**src/design/amid_pkg.sv**
```systemverilog
package amid_pkg;
    // Data-space homes of the two pointer registers
    localparam logic [7:0] PTR_X_ADDR = 8'h80;
    localparam logic [7:0] PTR_Y_ADDR = 8'h81;
    localparam int PTR_SEL_BIT = 4;
    // Base of the four short-direct locations
    localparam logic [7:0] SHORT_BASE = 8'h80;
    // Instruction-set size figures
    localparam int NUM_BASIC_OPS = 42;
    localparam int NUM_VALID_OPS = 242;
    // Inherent slots A0-A7 (bits 0-7) and B0-B7 (bits 8-15) that decode as valid
    localparam logic [15:0] INH_VALID_MASK = 16'h0307;
    // Byte lengths
    localparam logic [1:0] LEN_ONE = 2'h1;
    localparam logic [1:0] LEN_TWO = 2'h2;
    localparam logic [1:0] LEN_THREE = 2'h3;
    // Reset values of the decode outputs
    localparam logic [7:0] RST_BYTE = 8'h00;
    localparam logic [1:0] RST_LEN = 2'h0;

    typedef enum logic [2:0] {
        AMID_CLS_REGMEM, AMID_CLS_RMW, AMID_CLS_BRANCH, AMID_CLS_BITMAN, AMID_CLS_CONTROL
    } amid_class_e;

    typedef enum logic [3:0] {
        AMID_MODE_IMM, AMID_MODE_DIRECT, AMID_MODE_SHORT, AMID_MODE_EXT, AMID_MODE_REL,
        AMID_MODE_BITSC, AMID_MODE_BITTB, AMID_MODE_INDIRECT, AMID_MODE_INHERENT
    } amid_mode_e;

    typedef enum logic [2:0] {
        AMID_MOD_NONE, AMID_MOD_ADD_ONE, AMID_MOD_SUBTRACT_ONE, AMID_MOD_SET,
        AMID_MOD_CLEAR, AMID_MOD_TEST
    } amid_mod_e;

    typedef enum logic [2:0] {
        AMID_ST_IDLE, AMID_ST_PTR, AMID_ST_READ, AMID_ST_MODIFY, AMID_ST_DONE
    } amid_state_e;
endpackage

```
**src/design/amid_classify.sv**
```systemverilog
`timescale 1ns/1ps
module amid_classify
    import amid_pkg::*;
(
    input wire logic [7:0] op,
    output amid_pkg::amid_class_e cls,
    output amid_pkg::amid_mode_e mode,
    output amid_pkg::amid_mod_e modk,
    output logic [1:0] len,
    output logic valid,
    output logic uses_acc
);
    // Pure opcode map; the caller registers everything
    always_comb
    begin
        cls = AMID_CLS_CONTROL;
        mode = AMID_MODE_INHERENT;
        modk = AMID_MOD_NONE;
        len = LEN_ONE;
        valid = 1'b1;
        uses_acc = 1'b0;
        if (op[7] == 1'b0)
        begin
            cls = AMID_CLS_BRANCH;
            mode = AMID_MODE_REL;
        end
        else if (op[7:5] == 3'b100)
        begin
            // call_op 80-8F, goto_op 90-9F: no register operand
            cls = AMID_CLS_REGMEM;
            mode = AMID_MODE_EXT;
            len = LEN_TWO;
            uses_acc = 1'b0;
        end
        else if (op[7:5] == 3'b101)
        begin
            if (op[3] == 1'b1)
            begin
                mode = AMID_MODE_SHORT;
                if (op[2] == 1'b0)
                begin
                    cls = AMID_CLS_RMW;
                    modk = op[4] ? AMID_MOD_SUBTRACT_ONE : AMID_MOD_ADD_ONE;
                end
                else
                begin
                    cls = AMID_CLS_REGMEM;
                    uses_acc = 1'b1;
                end
            end
            else
            begin
                // Inherent: all it needs is in the opcode itself
                valid = INH_VALID_MASK[{op[4], op[2:0]}];
            end
        end
        else if (op[7:5] == 3'b110)
        begin
            cls = AMID_CLS_BITMAN;
            if (op[4] == 1'b0)
            begin
                mode = AMID_MODE_BITTB;
                modk = AMID_MOD_TEST;
                len = LEN_THREE;
            end
            else
            begin
                mode = AMID_MODE_BITSC;
                modk = op[3] ? AMID_MOD_SET : AMID_MOD_CLEAR;
                len = LEN_TWO;
            end
        end
        else
        begin
            // E0-FF: indirect, immediate, direct by bit 3 and bit 4
            mode = (op[3] == 1'b0) ? AMID_MODE_INDIRECT :
                (op[4] ? AMID_MODE_DIRECT : AMID_MODE_IMM);
            len = (op[3] == 1'b0) ? LEN_ONE : LEN_TWO;
            if (op[2:1] == 2'b11)
            begin
                cls = AMID_CLS_RMW;
                modk = op[0] ? AMID_MOD_SUBTRACT_ONE : AMID_MOD_ADD_ONE;
                valid = (mode != AMID_MODE_IMM);
            end
            else
            begin
                cls = AMID_CLS_REGMEM;
                uses_acc = 1'b1;
                valid = !(mode == AMID_MODE_IMM && op[2:0] == 3'h1);
            end
        end
    end
endmodule

```
**src/design/amid_decoder.sv**
```systemverilog
`timescale 1ns/1ps
// What this block does
// - Register-indirect ops reach their operand at the address held in a pointer register.
// - Opcode bit 4 picks the first or the second pointer register.
// - Bit 4 clear maps to data address 80h, bit 4 set to 81h.
// - A register-indirect instruction is one program byte with no operand bytes.
// - Inherent ops use only the opcode and are one program byte.
// - There are 42 basic operations giving 242 valid opcodes over nine modes.
// - Every valid opcode falls in one of five classes.
// - Register/memory ops mostly pair the accumulator with a memory operand.
// - The goto and call operations take no register operand.
// - Read-modify-write reads the target, modifies or tests it, then writes it back.
// - All add-one, subtract-one and bit manipulation ops use the read-modify-write cycle.
// - A branch changes flow only when its condition holds.
// - Bit manipulation reaches any data bit: set/clear, and test with branch.
// - The pointer registers live at 80h and 81h as ordinary data memory.
module amid_decoder
    import amid_pkg::*;
(
    input wire logic clk,
    input wire logic rst_n,
    input wire logic ce,
    input wire logic op_valid,
    input wire logic [7:0] op_byte,
    input wire logic [7:0] op_arg,
    input wire logic flag_carry,
    input wire logic flag_zero,
    input wire logic [7:0] ds_rdata,
    output logic op_ready,
    output logic dec_valid,
    output logic dec_illegal,
    output amid_pkg::amid_class_e dec_class,
    output amid_pkg::amid_mode_e dec_mode,
    output logic [1:0] dec_len,
    output logic dec_uses_acc,
    output logic branch_taken,
    output logic [7:0] ds_addr,
    output logic ds_rd,
    output logic ds_wr,
    output logic [7:0] ds_wdata,
    output logic rmw_done
);
    import amid_pkg::*;

    amid_class_e c_cls;
    amid_mode_e c_mode;
    amid_mod_e c_modk;
    logic [1:0] c_len;
    logic c_valid;
    logic c_acc;

    amid_classify u_classify (
        .op(op_byte),
        .cls(c_cls),
        .mode(c_mode),
        .modk(c_modk),
        .len(c_len),
        .valid(c_valid),
        .uses_acc(c_acc)
    );

    amid_state_e state, next_state;
    amid_mod_e modk, next_modk;
    logic [2:0] bitn, next_bitn;
    logic [7:0] op_q, next_op_q;
    logic ptr_wait, next_ptr_wait;
    logic next_op_ready, next_dec_valid, next_dec_illegal, next_dec_uses_acc;
    logic next_branch_taken, next_ds_rd, next_ds_wr, next_rmw_done;
    amid_class_e next_dec_class;
    amid_mode_e next_dec_mode;
    logic [1:0] next_dec_len;
    logic [7:0] next_ds_addr, next_ds_wdata;
    logic start, cond_ok, needs_rmw;

    // Branch condition: bit 6 picks carry or zero, bit 5 the wanted level
    assign cond_ok = ((op_byte[6] ? flag_carry : flag_zero) == op_byte[5]);
    assign start = op_valid && op_ready;
    assign needs_rmw = c_valid && (c_cls == AMID_CLS_RMW || c_cls == AMID_CLS_BITMAN);

    // Next values of decode outputs and the read-modify-write sequencer
    always_comb
    begin
        next_state = state;
        next_modk = modk;
        next_bitn = bitn;
        next_op_q = op_q;
        next_ptr_wait = ptr_wait;
        next_op_ready = op_ready;
        next_dec_valid = 1'b0;
        next_dec_illegal = 1'b0;
        next_dec_class = dec_class;
        next_dec_mode = dec_mode;
        next_dec_len = dec_len;
        next_dec_uses_acc = dec_uses_acc;
        next_branch_taken = 1'b0;
        next_ds_rd = 1'b0;
        next_ds_wr = 1'b0;
        next_ds_addr = ds_addr;
        next_ds_wdata = ds_wdata;
        next_rmw_done = 1'b0;
        case (state)
            AMID_ST_IDLE:
            begin
                if (start)
                begin
                    next_dec_valid = c_valid;
                    next_dec_illegal = !c_valid;
                    next_dec_class = c_cls;
                    next_dec_mode = c_mode;
                    next_dec_len = c_len;
                    next_dec_uses_acc = c_acc;
                    next_branch_taken = c_valid && c_cls == AMID_CLS_BRANCH && cond_ok;
                    next_op_q = op_byte;
                    next_modk = c_modk;
                    next_bitn = op_byte[2:0];
                    if (needs_rmw)
                    begin
                        next_op_ready = 1'b0;
                        next_ds_rd = 1'b1;
                        if (c_mode == AMID_MODE_INDIRECT)
                        begin
                            // Fetch the pointer first; the opcode names it by bit 4
                            next_ds_addr = op_byte[PTR_SEL_BIT] ? PTR_Y_ADDR : PTR_X_ADDR;
                            next_state = AMID_ST_PTR;
                        end
                        else
                        begin
                            next_ds_addr = (c_mode == AMID_MODE_SHORT) ?
                                (SHORT_BASE | {6'h00, op_byte[1:0]}) : op_arg;
                            next_state = AMID_ST_READ;
                        end
                    end
                end
            end
            AMID_ST_PTR:
            begin
                // Pointer byte arrives a cycle after its read, so wait once, then follow it
                if (ptr_wait)
                begin
                    next_ptr_wait = 1'b0;
                    next_ds_addr = ds_rdata;
                    next_ds_rd = 1'b1;
                    next_state = AMID_ST_READ;
                end
                else
                begin
                    next_ptr_wait = 1'b1;
                end
            end
            AMID_ST_READ:
            begin
                next_state = AMID_ST_MODIFY;
            end
            AMID_ST_MODIFY:
            begin
                // Write back to the very address read; a test writes the value unchanged
                next_ds_wr = 1'b1;
                case (modk)
                    AMID_MOD_ADD_ONE: next_ds_wdata = ds_rdata + 8'h01;
                    AMID_MOD_SUBTRACT_ONE: next_ds_wdata = ds_rdata - 8'h01;
                    AMID_MOD_SET: next_ds_wdata = ds_rdata | (8'h01 << bitn);
                    AMID_MOD_CLEAR: next_ds_wdata = ds_rdata & ~(8'h01 << bitn);
                    default: next_ds_wdata = ds_rdata;
                endcase
                next_branch_taken = (modk == AMID_MOD_TEST) && (ds_rdata[bitn] == op_q[3]);
                next_state = AMID_ST_DONE;
            end
            AMID_ST_DONE:
            begin
                next_rmw_done = 1'b1;
                next_op_ready = 1'b1;
                next_state = AMID_ST_IDLE;
            end
            default:
            begin
                next_state = AMID_ST_IDLE;
                next_op_ready = 1'b1;
            end
        endcase
    end

    // Registered state; clock enable low holds everything
    always_ff @(posedge clk or negedge rst_n)
    begin
        if (!rst_n)
        begin
            state <= AMID_ST_IDLE;
            modk <= AMID_MOD_NONE;
            bitn <= 3'h0;
            op_q <= RST_BYTE;
            ptr_wait <= 1'b0;
            op_ready <= 1'b1;
            dec_valid <= 1'b0;
            dec_illegal <= 1'b0;
            dec_class <= AMID_CLS_CONTROL;
            dec_mode <= AMID_MODE_INHERENT;
            dec_len <= RST_LEN;
            dec_uses_acc <= 1'b0;
            branch_taken <= 1'b0;
            ds_addr <= RST_BYTE;
            ds_rd <= 1'b0;
            ds_wr <= 1'b0;
            ds_wdata <= RST_BYTE;
            rmw_done <= 1'b0;
        end
        else if (ce)
        begin
            state <= next_state;
            modk <= next_modk;
            bitn <= next_bitn;
            op_q <= next_op_q;
            ptr_wait <= next_ptr_wait;
            op_ready <= next_op_ready;
            dec_valid <= next_dec_valid;
            dec_illegal <= next_dec_illegal;
            dec_class <= next_dec_class;
            dec_mode <= next_dec_mode;
            dec_len <= next_dec_len;
            dec_uses_acc <= next_dec_uses_acc;
            branch_taken <= next_branch_taken;
            ds_addr <= next_ds_addr;
            ds_rd <= next_ds_rd;
            ds_wr <= next_ds_wr;
            ds_wdata <= next_ds_wdata;
            rmw_done <= next_rmw_done;
        end
    end
endmodule

```
**config.mk**
```make
export PLATFORM = sky130hd
export DESIGN_NAME = amid_decoder
export DESIGN_NICKNAME = d
export VERILOG_FILES = /design/src/design/amid_pkg.sv /design/src/design/amid_classify.sv /design/src/design/amid_decoder.sv
export SDC_FILE = /design/constraint.sdc
export NUM_CORES = 1
export LEC_CHECK = 0
export ABC_AREA = 1
export BUFFER_PORTS_ARGS = -buffer_cell sky130_fd_sc_hd__buf_2
export CORE_ASPECT_RATIO = 0.9
export CORE_MARGIN = 2
export CORE_UTILIZATION = 45
export DETAILED_ROUTE_END_ITERATION = 8
export PLACE_DENSITY = 0.7
export RECOVER_POWER = 50
export SYNTH_ARGS = -nofsm -noshare
export SYNTH_HDL_FRONTEND = slang
export SYNTH_SLANG_ARGS = --single-unit
export TNS_END_PERCENT = 50
```
**constraint.sdc**
```tcl
create_clock -name clk -period 2.6 [get_ports clk]
set_clock_uncertainty 0.2 [all_clocks]
set_input_delay 0.52 -clock clk [delete_from_list [all_inputs] [get_ports clk]]
set_output_delay 0.52 -clock clk [all_outputs]
set_load 0.01 [all_outputs]
```
==> results.cfg <==
[route]
wirelength_um = 7830
drcViolationCount = 0
dr.pass1.iters = 4
viasPerCell = 5.12
avgRoutedWirePerCell_um = 13.4
drt_iter0_markers = 195
ant_nets = 0
vias = 2998

[synthesis]
synth_edf_count = 0
synth_top_area_share_pct = 35.0
synth.most_common_cell = nand2_1
avgSynthCellArea_um2 = 6.89
synth_seq_area_share_pct = 36.8
synth-seq-cells = 43
yosys_warnings = 0
synth_ff_type = dfrtp_1
async_reset_ff_share_pct = 100
synthTopCellsByCount = nand2_1, inv_1, dfrtp_1
yosysTopAreaCell = dfrtp_1
yosys.cell_types.count = 41
synth_area_leaders = dfrtp_1, nand2_1, o21ai_0, inv_1, nand3_1
netlist_area_um2 = 2930
netlist_instances = 425
syn_nets = 462

[job]
maxCapViolations = 0

[global_routing]
use_met3_pct = 3.49
first_global_vias = 2626
grt_usage_pct = 22.3
grt_start_max_net_pins = 25
antenna_found_initial = 0
grt_pass1_wl_um = 12500
gr-usage-met1_pct = 33.3
gr-total-overflow = 0
grtUsageMet2_pct = 34.3
grt_most_used_layer = met2

[clock_tree]
clk_pin_slew_ns = 0.10
ctsHtreeMaxLevel = 2
clockRootBuffer = clkbuf_8
cts_tree = done
cts_buffer_depth = 2
numCtsBuffers = 5
clock-sinks = 43
clk_latency_ns = 0.30

[run_status]
status = completed

[sta]
hold_viol = 0
slew_headroom_pct = 17.5
grt_setup_unrepaired = no
finalSetupViolations = 0
worst_slack_ns = 0.294
fmax_ghz = 0.434
hold_slack_ns = 0.275
fin_crit_sh_pct = 88.7
maxSlewViolCount = 0
tightest_slew_ns = 1.24
period_minus_slack_ns = 2.31
fin_tns_setup_ns = 0

[floorplan]
row_count = 27
design.core.area_um2 = 6220
io-pin-count = 63
die_w_um = 89.0
fp.dieH_um = 80.5
dieArea_um2 = 7170
start_util_pct = 47.1

[power_and_ir_drop]
ir_drop_mv = 0.358
leakagePower_nw = 1.80
finalPower_mw = 3.36
p_per_area_nw_per_um2 = 980

[min_path]
worstHoldPathType = reg2reg
whs_path_depth = 2

[setup_path]
crit_path_end_kind = flop
worst-path-max-fanout = 7
cp.arrival_ns = 2.29
critPathKind = reg2reg
reg2regPathDepth = 9
worstPathRequired_ns = 2.58
cp-start-kind = flop

[finish]
drive_gt1_share_pct = 13.9
multi_input_area_um2 = 1600
antenna_cells = 0
syn_to_final_growth_pct = 16.9
regArea_um2 = 1080
instances_no_fill = 585
fillCellCount = 662
fin_util_pct = 55.1
final_cell_area_um2 = 3420
fin_nets = 534

[placement]
dpl-instance-area_um2 = 3370
hpwl_um = 6130
post-place-cells = 576
gp_congestion = 0.920
place_ws_ns = 0.297
port-buffer-count = 62
per-layer routing:
| layer | vias to the layer above | wire length [µm] |
|---|---|---|
| li1 | 1540 | - |
| met1 | 1368 | 3860 |
| met2 | 88 | 3480 |
| met3 | 2 | 467 |
| met4 | 0 | 26 |
| met5 | - | 0 |
placed cells by master, fill, tap and decap left out, types with 3 or more instances in the layout:
cell      synthesis  layout
nand2_1         132     132
inv_1            47      47
dfrtp_1          41      41
nor2_1           38      38
o21ai_0          36      36
nand3_1          35      35
clkbuf_1          4      33
buf_2             1      30
a21oi_1          26      26
buf_4             1       8
ha_1              6       6
o211ai_1          5       5
clkbuf_8          0       5
or2_2             3       3
o22ai_1           3       3
nand2_2           3       3
nor2_2            3       3
a31oi_1           3       3
nand3b_1          3       3
nor3_1            3       3
worst paths after layout:
| kind | startpoint | to | slack, ns |
|---|---|---|---|
| worst max register to register | modk[2] | ds_wdata[4] | 0.29 |
| worst max-delay path | modk[2] | ds_wdata[4] | 0.29 |
| worst min register to register | op_ready | op_ready | 0.27 |
| min in group asynchronous | rst_n | ds_wr | 0.80 |
| max in group asynchronous | rst_n | dec_class[2] | 0.40 |
| worst min-delay path | op_ready | op_ready | 0.27 |
flip-flops by register name, indices dropped and copies added, names as in the netlist, 2 cells and up:
register	count
state	3
ds_wdata	8
dec_mode	3
dec_len	2
bitn	2
dec_class	3
ds_addr	8
modk	3
op_q	2
critical path, cell delays in order (launching register included):
cell	delay [ns]
dfrtp_1	0.41
inv_1	0.11
nand3_1	0.10
inv_1	0.21
ha_1	0.33
a21o_1	0.19
o21bai_1	0.16
or2_2	0.27
a21oi_1	0.14
o21ai_0	0.08
power breakdown:
group,switching (mW),leakage [nW],total [mW],internal (mW)
Clock,0.254,0.0443,0.446,0.192
Combinational,1.12,1.21,1.77,0.642
Sequential,0.191,0.537,1.14,0.954
layout make-up:
type | instances | area share [%]
Inverter | 49 | 5.37
Clock inverter | 3 | 0.731
Tap cell | 87 | 3.18
Multi-Input combinational cell | 324 | 46.9
Timing Repair Buffer | 74 | 10.3
Sequential cell | 43 | 31.5
Clock buffer | 5 | 2.01
cell families after synthesis:
family	synth area share, %
and+or+nand+nor	33.7
AOI/OAI and AO/OA	17.2
buffers and inverters	8.38
DFF	36.8
adders and majority gates	3.25
xor gates and xnor gates	0.598
what timing repair did:
action / 4_1_cts / 5_1_grt
buffers inserted: 0 / 0
endpoints found under the hold margin: 11 / 0
hold buffers: 1 / 0
resized for setup: 0 / 0
No activity file was read; power rests on OpenSTA's default activity.
